**src/tsc_regs.vh**
```
// Constants for the timer / shift register line codec.
// Assumes inclusion by bare name from src/ design files.
`ifndef TSC_REGS_VH
`define TSC_REGS_VH
// Combination mode codes
`define TSC_MODE_BURST   4'h1
`define TSC_MODE_BIPH    4'h2
`define TSC_MODE_MANCH   4'h3
`define TSC_MODE_FSK     4'h6
`define TSC_MODE_PWM     4'h7
`define TSC_MODE_DMANCH  4'h8
`define TSC_MODE_DPWM    4'h9
`define TSC_MODE_DBIPH   4'hA
// Widths
`define TSC_SR_W         8
`define TSC_PRE_W        4
// Reset values
`define TSC_SR_RST       8'h00
`define TSC_LINE_RST     1'b0
`endif

```
**src/tsc_buf2.v**
```verilog
// Two-entry valid/ready buffer for received bytes.
// Assumes a single clock and asynchronous active-low reset.
`timescale 1ns/1ps
`default_nettype none
module tsc_buf2 #(
  parameter W = 8
) (
  // Clock and reset
  input  wire         clock,
  input  wire         rst_n,
  // Fill side
  input  wire         in_valid,
  output wire         in_ready,
  input  wire [W-1:0] in_data,
  // Drain side
  output wire         out_valid,
  input  wire         out_ready,
  output wire [W-1:0] out_data
);
  reg [W-1:0] mem_reg [0:1];   // Storage
  reg         wr_ptr_reg;      // Write slot
  reg         rd_ptr_reg;      // Read slot
  reg [1:0]   cnt_reg;         // Occupancy
  wire        push;
  wire        pop;

  assign in_ready  = (cnt_reg != 2'd2);
  assign out_valid = (cnt_reg != 2'd0);
  assign out_data  = mem_reg[rd_ptr_reg];
  assign push      = in_valid & in_ready;
  assign pop       = out_valid & out_ready;

  // Pointer and count upkeep
  always @(posedge clock or negedge rst_n) begin
    if (!rst_n) begin
      wr_ptr_reg <= 1'b0;
      rd_ptr_reg <= 1'b0;
      cnt_reg    <= 2'd0;
    end else begin
      if (push) wr_ptr_reg <= ~wr_ptr_reg;
      if (pop) rd_ptr_reg <= ~rd_ptr_reg;
      if (push & ~pop) cnt_reg <= cnt_reg + 2'd1;
      else if (pop & ~push) cnt_reg <= cnt_reg - 2'd1;
    end
  end

  // Data storage, no reset needed
  always @(posedge clock) begin
    if (push) mem_reg[wr_ptr_reg] <= in_data;
  end
endmodule
`default_nettype wire

```
**src/tsc_codec.v**
```verilog
// Timer / shift register line codec: modulators and demodulators
// built from timer 2, timer 3 and an 8-bit shift register.
// Assumes configuration inputs held steady while enable is high.
`timescale 1ns/1ps
`default_nettype none
`include "tsc_regs.vh"
module tsc_codec #(
  parameter SR_W  = `TSC_SR_W,
  parameter PRE_W = `TSC_PRE_W
) (
  // Clock and reset
  input  wire             clock,
  input  wire             rst_n,
  // Configuration
  input  wire             enable,
  input  wire [3:0]       mode,
  input  wire [PRE_W-1:0] t2_prescale,
  input  wire [7:0]       t2_compare,
  input  wire [7:0]       t3_compare1,
  input  wire [7:0]       t3_compare2,
  input  wire             use_ext_clock,
  input  wire             output_mask_en,
  input  wire [PRE_W-1:0] telegram_bits,
  // Transmit byte
  input  wire             tx_valid,
  output reg              tx_ready,
  input  wire [SR_W-1:0]  tx_data,
  // Received byte
  output wire             rx_valid,
  input  wire             rx_ready,
  output wire [SR_W-1:0]  rx_data,
  // Line pins
  input  wire             timer3_line_input,
  input  wire             ext_clock_in,
  output reg              timer3_line_output,
  // Status
  output reg              timer2_toggle_out,
  output reg              output_mask_stop,
  output reg              timing_error
);
  // Input synchronisers
  reg [1:0] lin_sync_reg;       // Line input, two flops
  reg [1:0] ext_sync_reg;       // External clock, two flops
  reg       lin_d_reg;          // Previous synced line level
  reg       ext_d_reg;          // Previous synced ext clock
  wire      lin;
  wire      lin_rise;
  wire      lin_edge;
  wire      ext_tick;

  // Timer 2
  reg [PRE_W-1:0] t2_pre_reg;   // Prescaler
  reg [7:0]       t2_cnt_reg;   // Compare counter
  reg             t2_tick;      // Compare match pulse

  // Timer 3
  reg [7:0]       t3_cnt_reg;   // Counter
  reg             t3_restart;   // Restart request
  wire            t3_clk_en;
  wire [7:0]      t3_cmp_sel;

  // Shift register and transmit side
  reg [SR_W-1:0]  sr_reg;       // Shift register
  reg [3:0]       bit_cnt_reg;  // Bits left to send; bits taken when decoding
  reg             sr_full_reg;  // Holds a byte to send
  reg             phase_reg;    // Half-bit phase for coding
  reg [PRE_W-1:0] tel_cnt_reg;  // Telegram bit counter
  reg             carrier_reg;  // Timer 3 carrier toggle
  wire            so;
  wire            is_demod;

  // Demodulator
  reg             armed_reg;    // Waiting for compare 1
  reg             biph_tff_reg; // Mid-bit toggle flop
  reg             rx_push;
  wire            rx_in_ready;

  assign lin      = lin_sync_reg[1];
  assign lin_rise = lin & ~lin_d_reg;
  assign lin_edge = lin ^ lin_d_reg;
  assign ext_tick = ext_sync_reg[1] & ~ext_d_reg;
  assign so       = sr_reg[SR_W-1];
  assign is_demod = (mode == `TSC_MODE_DMANCH) | (mode == `TSC_MODE_DPWM) |
                    (mode == `TSC_MODE_DBIPH);
  // Demodulation ignores the external clock
  assign t3_clk_en = (use_ext_clock & ~is_demod) ? ext_tick : 1'b1;
  // Data bit picks compare register
  assign t3_cmp_sel = so ? t3_compare2 : t3_compare1;

  // Synchronise pins
  always @(posedge clock or negedge rst_n) begin
    if (!rst_n) begin
      lin_sync_reg <= 2'b00;
      ext_sync_reg <= 2'b00;
      lin_d_reg    <= 1'b0;
      ext_d_reg    <= 1'b0;
    end else begin
      lin_sync_reg <= {lin_sync_reg[0], timer3_line_input};
      ext_sync_reg <= {ext_sync_reg[0], ext_clock_in};
      lin_d_reg    <= lin_sync_reg[1];
      ext_d_reg    <= ext_sync_reg[1];
    end
  end

  // Timer 2: prescaler then 8-bit compare counter
  always @(posedge clock or negedge rst_n) begin
    if (!rst_n) begin
      t2_pre_reg        <= {PRE_W{1'b0}};
      t2_cnt_reg        <= 8'h00;
      t2_tick           <= 1'b0;
      timer2_toggle_out <= 1'b0;
    end else begin
      t2_tick <= 1'b0;
      if (!enable) begin
        t2_pre_reg <= {PRE_W{1'b0}};
        t2_cnt_reg <= 8'h00;
      end else if (t2_pre_reg >= t2_prescale) begin
        t2_pre_reg <= {PRE_W{1'b0}};
        if (t2_cnt_reg >= t2_compare) begin
          t2_cnt_reg        <= 8'h00;
          t2_tick           <= 1'b1;
          timer2_toggle_out <= ~timer2_toggle_out;
        end else begin
          t2_cnt_reg <= t2_cnt_reg + 8'h01;
        end
      end else begin
        t2_pre_reg <= t2_pre_reg + {{(PRE_W-1){1'b0}}, 1'b1};
      end
    end
  end

  // Timer 3 counter and carrier, restart on request
  always @(posedge clock or negedge rst_n) begin
    if (!rst_n) begin
      t3_cnt_reg  <= 8'h00;
      carrier_reg <= 1'b0;
    end else if (!enable || t3_restart) begin
      t3_cnt_reg  <= 8'h00;
      carrier_reg <= 1'b0;
    end else if (t3_clk_en) begin
      if (!is_demod && t3_cnt_reg >= t3_cmp_sel) begin
        t3_cnt_reg  <= 8'h00;
        carrier_reg <= ~carrier_reg;
      end else if (t3_cnt_reg != 8'hFF) begin
        t3_cnt_reg <= t3_cnt_reg + 8'h01;
      end
    end
  end

  // Restart sources for timer 3
  always @* begin
    t3_restart = 1'b0;
    case (mode)
      `TSC_MODE_PWM:    t3_restart = t2_tick;
      `TSC_MODE_DMANCH: t3_restart = lin_edge & ~armed_reg;
      `TSC_MODE_DBIPH:  t3_restart = lin_edge & ~armed_reg;
      `TSC_MODE_DPWM:   t3_restart = lin_rise;
      default:          t3_restart = 1'b0;
    endcase
  end

  // Shift register: transmit on timer 2 toggle, receive on compare 1
  always @(posedge clock or negedge rst_n) begin
    if (!rst_n) begin
      sr_reg           <= `TSC_SR_RST;
      bit_cnt_reg      <= 4'd0;
      sr_full_reg      <= 1'b0;
      tx_ready         <= 1'b0;
      phase_reg        <= 1'b0;
      tel_cnt_reg      <= {PRE_W{1'b0}};
      output_mask_stop <= 1'b0;
      armed_reg        <= 1'b0;
      biph_tff_reg     <= 1'b0;
      rx_push          <= 1'b0;
      timing_error     <= 1'b0;
    end else begin
      rx_push      <= 1'b0;
      timing_error <= 1'b0;
      tx_ready     <= enable & ~is_demod & ~sr_full_reg;
      if (!enable) begin
        sr_full_reg      <= 1'b0;
        bit_cnt_reg      <= 4'd0;
        phase_reg        <= 1'b0;
        armed_reg        <= 1'b0;
        tel_cnt_reg      <= {PRE_W{1'b0}};
        output_mask_stop <= 1'b0;
      end else if (!is_demod) begin
        if (tx_ready && tx_valid && !sr_full_reg) begin
          sr_reg      <= tx_data;
          sr_full_reg <= 1'b1;
          bit_cnt_reg <= SR_W[3:0];
          tx_ready    <= 1'b0;
        end else if (sr_full_reg && t2_tick && !output_mask_stop) begin
          // Each toggle is a half bit; shift on the second half
          phase_reg <= ~phase_reg;
          if (phase_reg) begin
            sr_reg      <= {sr_reg[SR_W-2:0], 1'b0};
            bit_cnt_reg <= bit_cnt_reg - 4'd1;
            if (bit_cnt_reg == 4'd1) sr_full_reg <= 1'b0;
            tel_cnt_reg <= tel_cnt_reg + {{(PRE_W-1){1'b0}}, 1'b1};
            if (output_mask_en && tel_cnt_reg + {{(PRE_W-1){1'b0}}, 1'b1} == telegram_bits)
              output_mask_stop <= 1'b1;
          end
        end
      end else begin
        // Demodulation: bit-mid toggle, compare 1 sample, compare 2 error
        if (lin_edge && armed_reg) biph_tff_reg <= ~biph_tff_reg;
        if (t3_restart) armed_reg <= 1'b1;
        if (armed_reg && t3_cnt_reg == t3_compare1 && t3_clk_en) begin
          sr_reg <= {sr_reg[SR_W-2:0],
                     (mode == `TSC_MODE_DBIPH) ? biph_tff_reg : lin};
          armed_reg    <= (mode == `TSC_MODE_DPWM);
          biph_tff_reg <= 1'b0;
          if (bit_cnt_reg == SR_W[3:0] - 4'd1) begin
            bit_cnt_reg <= 4'd0;
            rx_push     <= rx_in_ready;
          end else begin
            bit_cnt_reg <= bit_cnt_reg + 4'd1;
          end
        end
        if (t3_cnt_reg == t3_compare2 && t3_clk_en) timing_error <= 1'b1;
      end
    end
  end

  // Line output encoder
  always @(posedge clock or negedge rst_n) begin
    if (!rst_n) begin
      timer3_line_output <= `TSC_LINE_RST;
    end else if (!enable || output_mask_stop || !sr_full_reg) begin
      timer3_line_output <= `TSC_LINE_RST;
    end else begin
      case (mode)
        `TSC_MODE_BURST: timer3_line_output <= so & carrier_reg;
        `TSC_MODE_BIPH:  timer3_line_output <= ~(phase_reg & ~so);
        `TSC_MODE_MANCH: timer3_line_output <= so ^ phase_reg;
        `TSC_MODE_FSK:   timer3_line_output <= carrier_reg;
        `TSC_MODE_PWM:   timer3_line_output <= (t3_cnt_reg < t3_cmp_sel);
        default:         timer3_line_output <= `TSC_LINE_RST;
      endcase
    end
  end

  // Received bytes buffered two deep; a byte done while both entries are full is dropped
  tsc_buf2 #(.W(SR_W)) u_rxbuf (
    .clock     (clock),
    .rst_n     (rst_n),
    .in_valid  (rx_push),
    .in_ready  (rx_in_ready),
    .in_data   (sr_reg),
    .out_valid (rx_valid),
    .out_ready (rx_ready),
    .out_data  (rx_data)
  );
endmodule
`default_nettype wire

```
**config.mk**
```make
export PLATFORM = sky130hd
export DESIGN_NAME = tsc_codec
export DESIGN_NICKNAME = d
export VERILOG_FILES = /design/src/tsc_buf2.v /design/src/tsc_codec.v
export VERILOG_INCLUDE_DIRS = /design/src /design/src/src
export SDC_FILE = /design/constraint.sdc
export NUM_CORES = 1
export LEC_CHECK = 0
export ABC_CLOCK_PERIOD_IN_PS = 3700
export BUFFER_PORTS_ARGS = -buffer_cell sky130_fd_sc_hd__buf_2
export CAP_MARGIN = 20
export CORE_ASPECT_RATIO = 1.2
export CORE_MARGIN = 10
export CORE_UTILIZATION = 30
export CTS_BUF_LIST = sky130_fd_sc_hd__clkbuf_4
export DETAILED_ROUTE_END_ITERATION = 10
export GPL_ROUTABILITY_DRIVEN = 1
export PLACE_DENSITY_LB_ADDON = 0.12
export SYNTH_ARGS = -nofsm -noshare
export SYNTH_HDL_FRONTEND = slang
export SYNTH_HIERARCHICAL = 1
export SYNTH_SLANG_ARGS = --single-unit
```
**constraint.sdc**
```tcl
create_clock -name clock -period 3.7 [get_ports clock]
set_input_delay 0.74 -clock clock [delete_from_list [all_inputs] [get_ports clock]]
set_output_delay 0.74 -clock clock [all_outputs]
set_load 0.02 [all_outputs]
```
# Yosys cells after proc, flatten, opt, wreduce, memory -nomap -nowiden
# Memory sizes are Yosys's and may differ from the RTL's.
# Cells that the tools add are included.
dict set report totals {
  register_bits 58
  mem_count 1
  inputBits 53
  out_inout_bits 14
  ramBits 16
  word_cells 210
}
# memory words word_bits read_ports rd_ports_with_merged_regs write_ports line_no
set memory_table {}
lappend memory_table {u_rxbuf.mem_reg 2 8 1 0 1 tsc_buf2.v:20} ;# reg [W-1:0] mem_reg [0:1];
dict set report op_classes {
  n_eq_ne 30
  n_bitwise 31
  magnitude_cmp 4
  addsub 8
  n_mux 74
  n_reduce_logical 37
}
# cell n
set op_table {}
lappend op_table {{$mux W8} 13}
lappend op_table {{$mux W4} 14}
lappend op_table {{$mux W1} 43}
lappend op_table {{$add A8 B1 Y8 const B} 2}
lappend op_table {{$eq A8 B8 Y1} 2}
lappend op_table {{$ge A8 B8 Y1} 2}
lappend op_table {{$not A1 Y1} 15}
lappend op_table {{$add A4 B1 Y4 const B} 3}
lappend op_table {{$and A1 B1 Y1} 12}
lappend op_table {{$eq A4 B3 Y1 const B} 3}
lappend op_table {{$eq A4 B4 Y1 const B} 3}
lappend op_table {{$ne A2 B1 Y1 const B} 6}
lappend op_table {{$ne A3 B1 Y1 const B} 4}
lappend op_table {{$reduce_and A3 Y1} 4}
lappend op_table {{$reduce_and A4 Y1} 3}
lappend op_table {{$logic_and A1 B1 Y1} 10}
lappend op_table {{$reduce_bool A2 Y1} 5}
lappend op_table {{$reduce_bool A3 Y1} 3}
lappend op_table {{$eq A4 B1 Y1 const B} 2}
lappend op_table {{$eq A4 B2 Y1 const B} 2}
lappend op_table {{$lt A8 B8 Y1} 1}
lappend op_table {{$ne A4 B1 Y1 const B} 2}
lappend op_table {{$ne A8 B8 Y1 const B} 1}
lappend op_table {{$ne A2 B2 Y1 const B} 3}
lappend op_table {{16 further kinds} 26}

# Logic depth before layout (Yosys ltp)
dict set report depth {
  ltp_word 10
  mapped_depth 10
  ltp_nobuf 8
}

# Hierarchy
# Netlist, hierarchy kept.
# mod n_inst seq_area_each_um2 cells_per_inst area_each_um2
set by_module_without_submodules {}
lappend by_module_without_submodules {tsc_codec 1 1351.3 376 3656.0}
lappend by_module_without_submodules {tsc_buf2 1 580.6 43 787.0}

# Least setup slack after synthesis
# OpenSTA, ideal clock, no wires.
dict set report synth_path {
  path_kind {input to register}
  startpoint {input t2_compare[5]}
  endpoint {register t2_cnt_reg[4]}
  setup_time_ps 96
  path_stages 8
  slack_ps 1117
  required_ps 3604
  arrival_time_ps 2487
  n_path_buf 0
  cell_sequence {inv_1 > ha_1 > a21o_1 > a21o_1 > a221o_1 > a31oi_1 > nand3b_1 > o31ai_1}
}
dict set report synth_between {
  elab_chain_len 4
}
# item line_no
set synth_lines {}
lappend synth_lines {{start, declared} tsc_codec.v:18} ;# input wire [7:0] t2_compare,
lappend synth_lines {{$ge A8 B8 Y1} tsc_codec.v:119} ;# if (t2_cnt_reg >= t2_compare) begin
lappend synth_lines {{$mux W8} tsc_codec.v:119}
lappend synth_lines {{$mux W8} tsc_codec.v:117} ;# end else if (t2_pre_reg >= t2_prescale) begin
lappend synth_lines {{$mux W8} tsc_codec.v:114} ;# if (!enable) begin
lappend synth_lines {{end signal, assigned} tsc_codec.v:124} ;# t2_cnt_reg <= t2_cnt_reg + 8'h01;
lappend synth_lines {{end, declared} tsc_codec.v:53} ;# reg [7:0] t2_cnt_reg;
# Every way passes these cells. The select of a mux whose other input is x is not followed.
# A chain may end at the register's enable or synchronous reset.

# Worst setup path in the final report
dict set report layout_path {
  startpoint {register sr_reg[7]}
  endpoint {register t3_cnt_reg[6]}
}
dict set report layout_between {
  elab_chain_len 6
  word_cells_on_any_way 8
  classes_between {order compare (1); mux (4); reduce/logical (3)}
}
# item line_no
set layout_lines {}
lappend layout_lines {{start, declared} tsc_codec.v:63} ;# reg [SR_W-1:0] sr_reg;
lappend layout_lines {{start signal, assigned} tsc_codec.v:165} ;# sr_reg <= `TSC_SR_RST;
lappend layout_lines {{start signal, assigned} tsc_codec.v:189} ;# sr_reg <= tx_data;
lappend layout_lines {{start signal, assigned} tsc_codec.v:197} ;# sr_reg <= {sr_reg[SR_W-2:0], 1'b0};
lappend layout_lines {{$mux W8 *} tsc_codec.v:88} ;# assign t3_cmp_sel = so ? t3_compare2 : t3_compare1;
lappend layout_lines {{$ge A8 B8 Y1 *} tsc_codec.v:141} ;# if (!is_demod && t3_cnt_reg >= t3_cmp_sel) begin
lappend layout_lines {{$logic_and A1 B1 Y1 *} tsc_codec.v:141}
lappend layout_lines {{$mux W8} tsc_codec.v:141}
lappend layout_lines {{$mux W8} tsc_codec.v:140} ;# end else if (t3_clk_en) begin
lappend layout_lines {{$mux W8} tsc_codec.v:137} ;# end else if (!enable || t3_restart) begin
lappend layout_lines {{end signal, assigned} tsc_codec.v:145} ;# t3_cnt_reg <= t3_cnt_reg + 8'h01;
lappend layout_lines {{end, declared} tsc_codec.v:57} ;# reg [7:0] t3_cnt_reg;
# Mark *: on every way between the ends. The rest lies on a longest branch, timed or not. The select of a mux whose other input is x is not followed.

==> reports/metrics.yaml <==
global_routing:
  grt_pass1_vias: 3428
  antenna_found_initial: 3
  grt_max_degree: 38
  grt-ovfl-total: 0
  track_usage: 0.110
  grt_pass1_wl_mm: 17.4
pwr:
  powerDensity_nw_per_um2: 405
  ir_worst_vdd_uv: 138
  p_leak_nw: 2.32
timing:
  worst_slack_ns: 1.07
  worst_slew_pin_slew_ns: 0.897
  setup_viol: 0
  maxSlewViolCount: 0
  slew_headroom: 0.400
  fin_worst_hold_slack_ns: 0.360
  setup-tns-final_ns: 0
  timing.final.crit_period_ns: 2.63
  finClkSkew_ns: 0.00963
  fin_crit_sh: 0.710
  hold_viol: 0
  rsz0062_at_grt: "no"
  fmax_ghz: 0.381
critical_path:
  required_ns: 4.04
  rr_endpoint: "t3_cnt_reg[6]"
  cp.arrival_ns: 2.97
  crit_type: "reg -> reg"
  reg2reg_depth: 8
  r2r-start: "sr_reg[7]"
  regToRegSetupSlack_ns: 1.07
  crit_fanout: 12
  cp-start-kind: "register"
  endpoint_kind: "register"
detailed_routing:
  wl_per_cell_um: 15.3
  first_pass_iters: 4
  drtAntennaViolNets: 0
  drtIter0Drc: 229
  dr_total_vias: 3212
  post_drt_via_cell_ratio: 4.63
  drt-total-wl_mm: 10.6
  drcViolationCount: 0
yosys:
  synthTopCellsByArea: "dfrtp_1, edfxtp_1, ha_1, xnor2_1, mux2_2"
  synthMuxAreaShare: 0.0912
  syn_avg_cell_area_um2: 10.6
  synth_top_area_share: 0.327
  synth_top_cell_by_area: "dfrtp_1"
  syn_inst: 419
  synthXorXnorAreaFrac: 0.0904
  synth_cell_types: 62
  synth-edff-count: 16
  syn-num-nets: 502
  netlist_area_um2: 4440
  ys_ff_latch: 74
  synth_simple_gate_area_frac: 0.162
  synth_adder_area_share: 0.0845
  yosys_warnings: 6
  synth_ff_type: "dfrtp_1"
  synth_compound_area_frac: 0.0986
  async_reset_ff_frac: 0.784
  synth_top_family_by_area: "simple AND/OR/NAND/NOR gates"
  ys_seq_area_frac: 0.435
clock_tree:
  h-tree-depth: 3
  cts_root_buf: "clkbuf_4"
  post_cts_resized: 0
  cts_tree: "done"
  post_cts_buffers: 0
  clock-sinks: 74
  path_clk_slew_ns: 0.11
  cts_max_path_buffers: 2
  cts_buffers: 9
  clk-insertion-delay-late_ns: 0.43
  cts.hold.buffers_added: 0
cells_and_area:
  utilization: 0.352
  area_growth_pct: 14.6
  drive_above_1_share: 0.248
  fin_nets: 569
  largest_register_ffs: 16
  n_fill_cell: 1516
floorplan:
  coreArea_um2: 14500
  ios: 67
  initial_core_util: 0.307
  die_y_um: 153
  die_x_um: 131
  row_count: 48
  dieArea_um2: 20100
placement:
  dp_hpwl_mm: 8.19
  dp_slack_ns: 0.687
  portBuffers: 66
  place.gp.congestion: 0.776
worst_hold_path:
  whs_path_depth: 0
  holdPathEnd: "ext_sync_reg[1]"
  hp-class: "reg -> reg"
  hp-start: "ext_sync_reg[0]"
run_status:
  outcome: "finished, final reports clean"
run:
  drv_cap: 0
## report_power, final
group	leakage, nW	switching (W)	internal [W]
Sequential	0.913	0.000131	0.000933
Combinational	1.35	0.000258	0.000303
Clock	0.0624	0.000283	0.000156
## Yosys cell counts (all sizes together) (3+ instances only)
library cell and instances:
dfrtp 58, nor2 36, xnor2 32, ha 30, inv 27, nand2 26, mux2 23, edfxtp 16
mux2i 12, nand4 12, o21ai 12, nor3 11, a21oi 10, and3 10, nand3 10, xor2 10
a21o 7, clkbuf 7, nand2b 7, buf 6, and2 5, nor2b 5, o31ai 4, a211oi 3
a22oi 3, a31oi 3, nand3b 3, o22ai 3
## worst max-delay path by stage
| stage | startpoint | end | slack (ns) | depth (start not counted) |
|---|---|---|---|---|
| after floorplan | t2_compare[5] | t2_cnt_reg[4] | 1.12 | 8 |
| after global placement | t2_compare[5] | t2_cnt_reg[4] | 0.79 | 9 |
| after detailed placement | t2_compare[5] | t2_cnt_reg[4] | 0.69 | 9 |
| after CTS | sr_reg[7] | t3_cnt_reg[6] | 1.01 | 8 |
| after global routing | sr_reg[7] | t3_cnt_reg[6] | 0.79 | 8 |
| final | sr_reg[7] | t3_cnt_reg[6] | 1.07 | 8 |
## metrics by stage
step	power, W	instances	cell area, um^2
2_1_floorplan	0.00147	419	4440
3_3_place_gp	0.00164	675	4980
3_5_place_dp	0.00166	675	4980
4_1_cts	0.00211	691	5090
5_1_grt	0.00222	692	5090
6_report	0.00206	693	5090
## routing by layer
layer | wire (um) | part of all wire | vias to the layer above | GRT usage
li1 | - | - | 1625 | -
met5 | 7 | 0.00066 | - | 0
met3 | 613 | 0.058 | 8 | 0.0363
met1 | 4680 | 0.44 | 1523 | 0.133
met4 | 110 | 0.010 | 2 | 0.0329
met2 | 5180 | 0.49 | 54 | 0.179
## worst max-delay path, cell delays in order, from the launching register on
cell and delay (ns):
dfrtp_1 0.75, mux2i_1 0.31, ha_1 0.28, a21oi_1 0.15, o21ai_0 0.15, and2_1 0.21
o22ai_1 0.20, nand2b_1 0.26, o21ai_0 0.24
## cell families after synthesis
kind of cell	after synthesis
AO/OA/AOI/OAI	62
XOR/XNOR	42
adder cells (fa/ha/maj)	30
buffers and inverters	40
flip-flops	74
multiplexers	35
AND/OR/NAND/NOR	136
## cell usage in the layout, fill, tap and decap left out, types with 5 or more instances in the layout
cell type,count
a21o_1,7
a21oi_1,9
and2_1,5
and3_1,7
buf_2,66
clkbuf_4,12
dfrtp_1,58
edfxtp_1,16
ha_1,30
inv_1,27
mux2_2,16
mux2_4,7
mux2i_1,12
nand2_1,24
nand2b_1,6
nand3_1,10
nand4_1,12
nor2_1,35
nor2b_1,5
nor3_1,11
o21ai_0,11
xnor2_1,29
xor2_1,10
## final cells by class
type / instances / area, um^2 / share of cell area
Sequential cell: 74 / 1930 / 0.379
Tap cell: 200 / 250 / 0.0491
Clock inverter: 4 / 20.0 / 0.00393
Antenna cell: 2 / 5.00 / 0.000983
Inverter: 27 / 101 / 0.0199
Multi-Input combinational cell: 305 / 2340 / 0.460
Timing Repair Buffer: 69 / 353 / 0.0693
Clock buffer: 12 / 90.1 / 0.0177
Power figures use the tool's default switching activity.
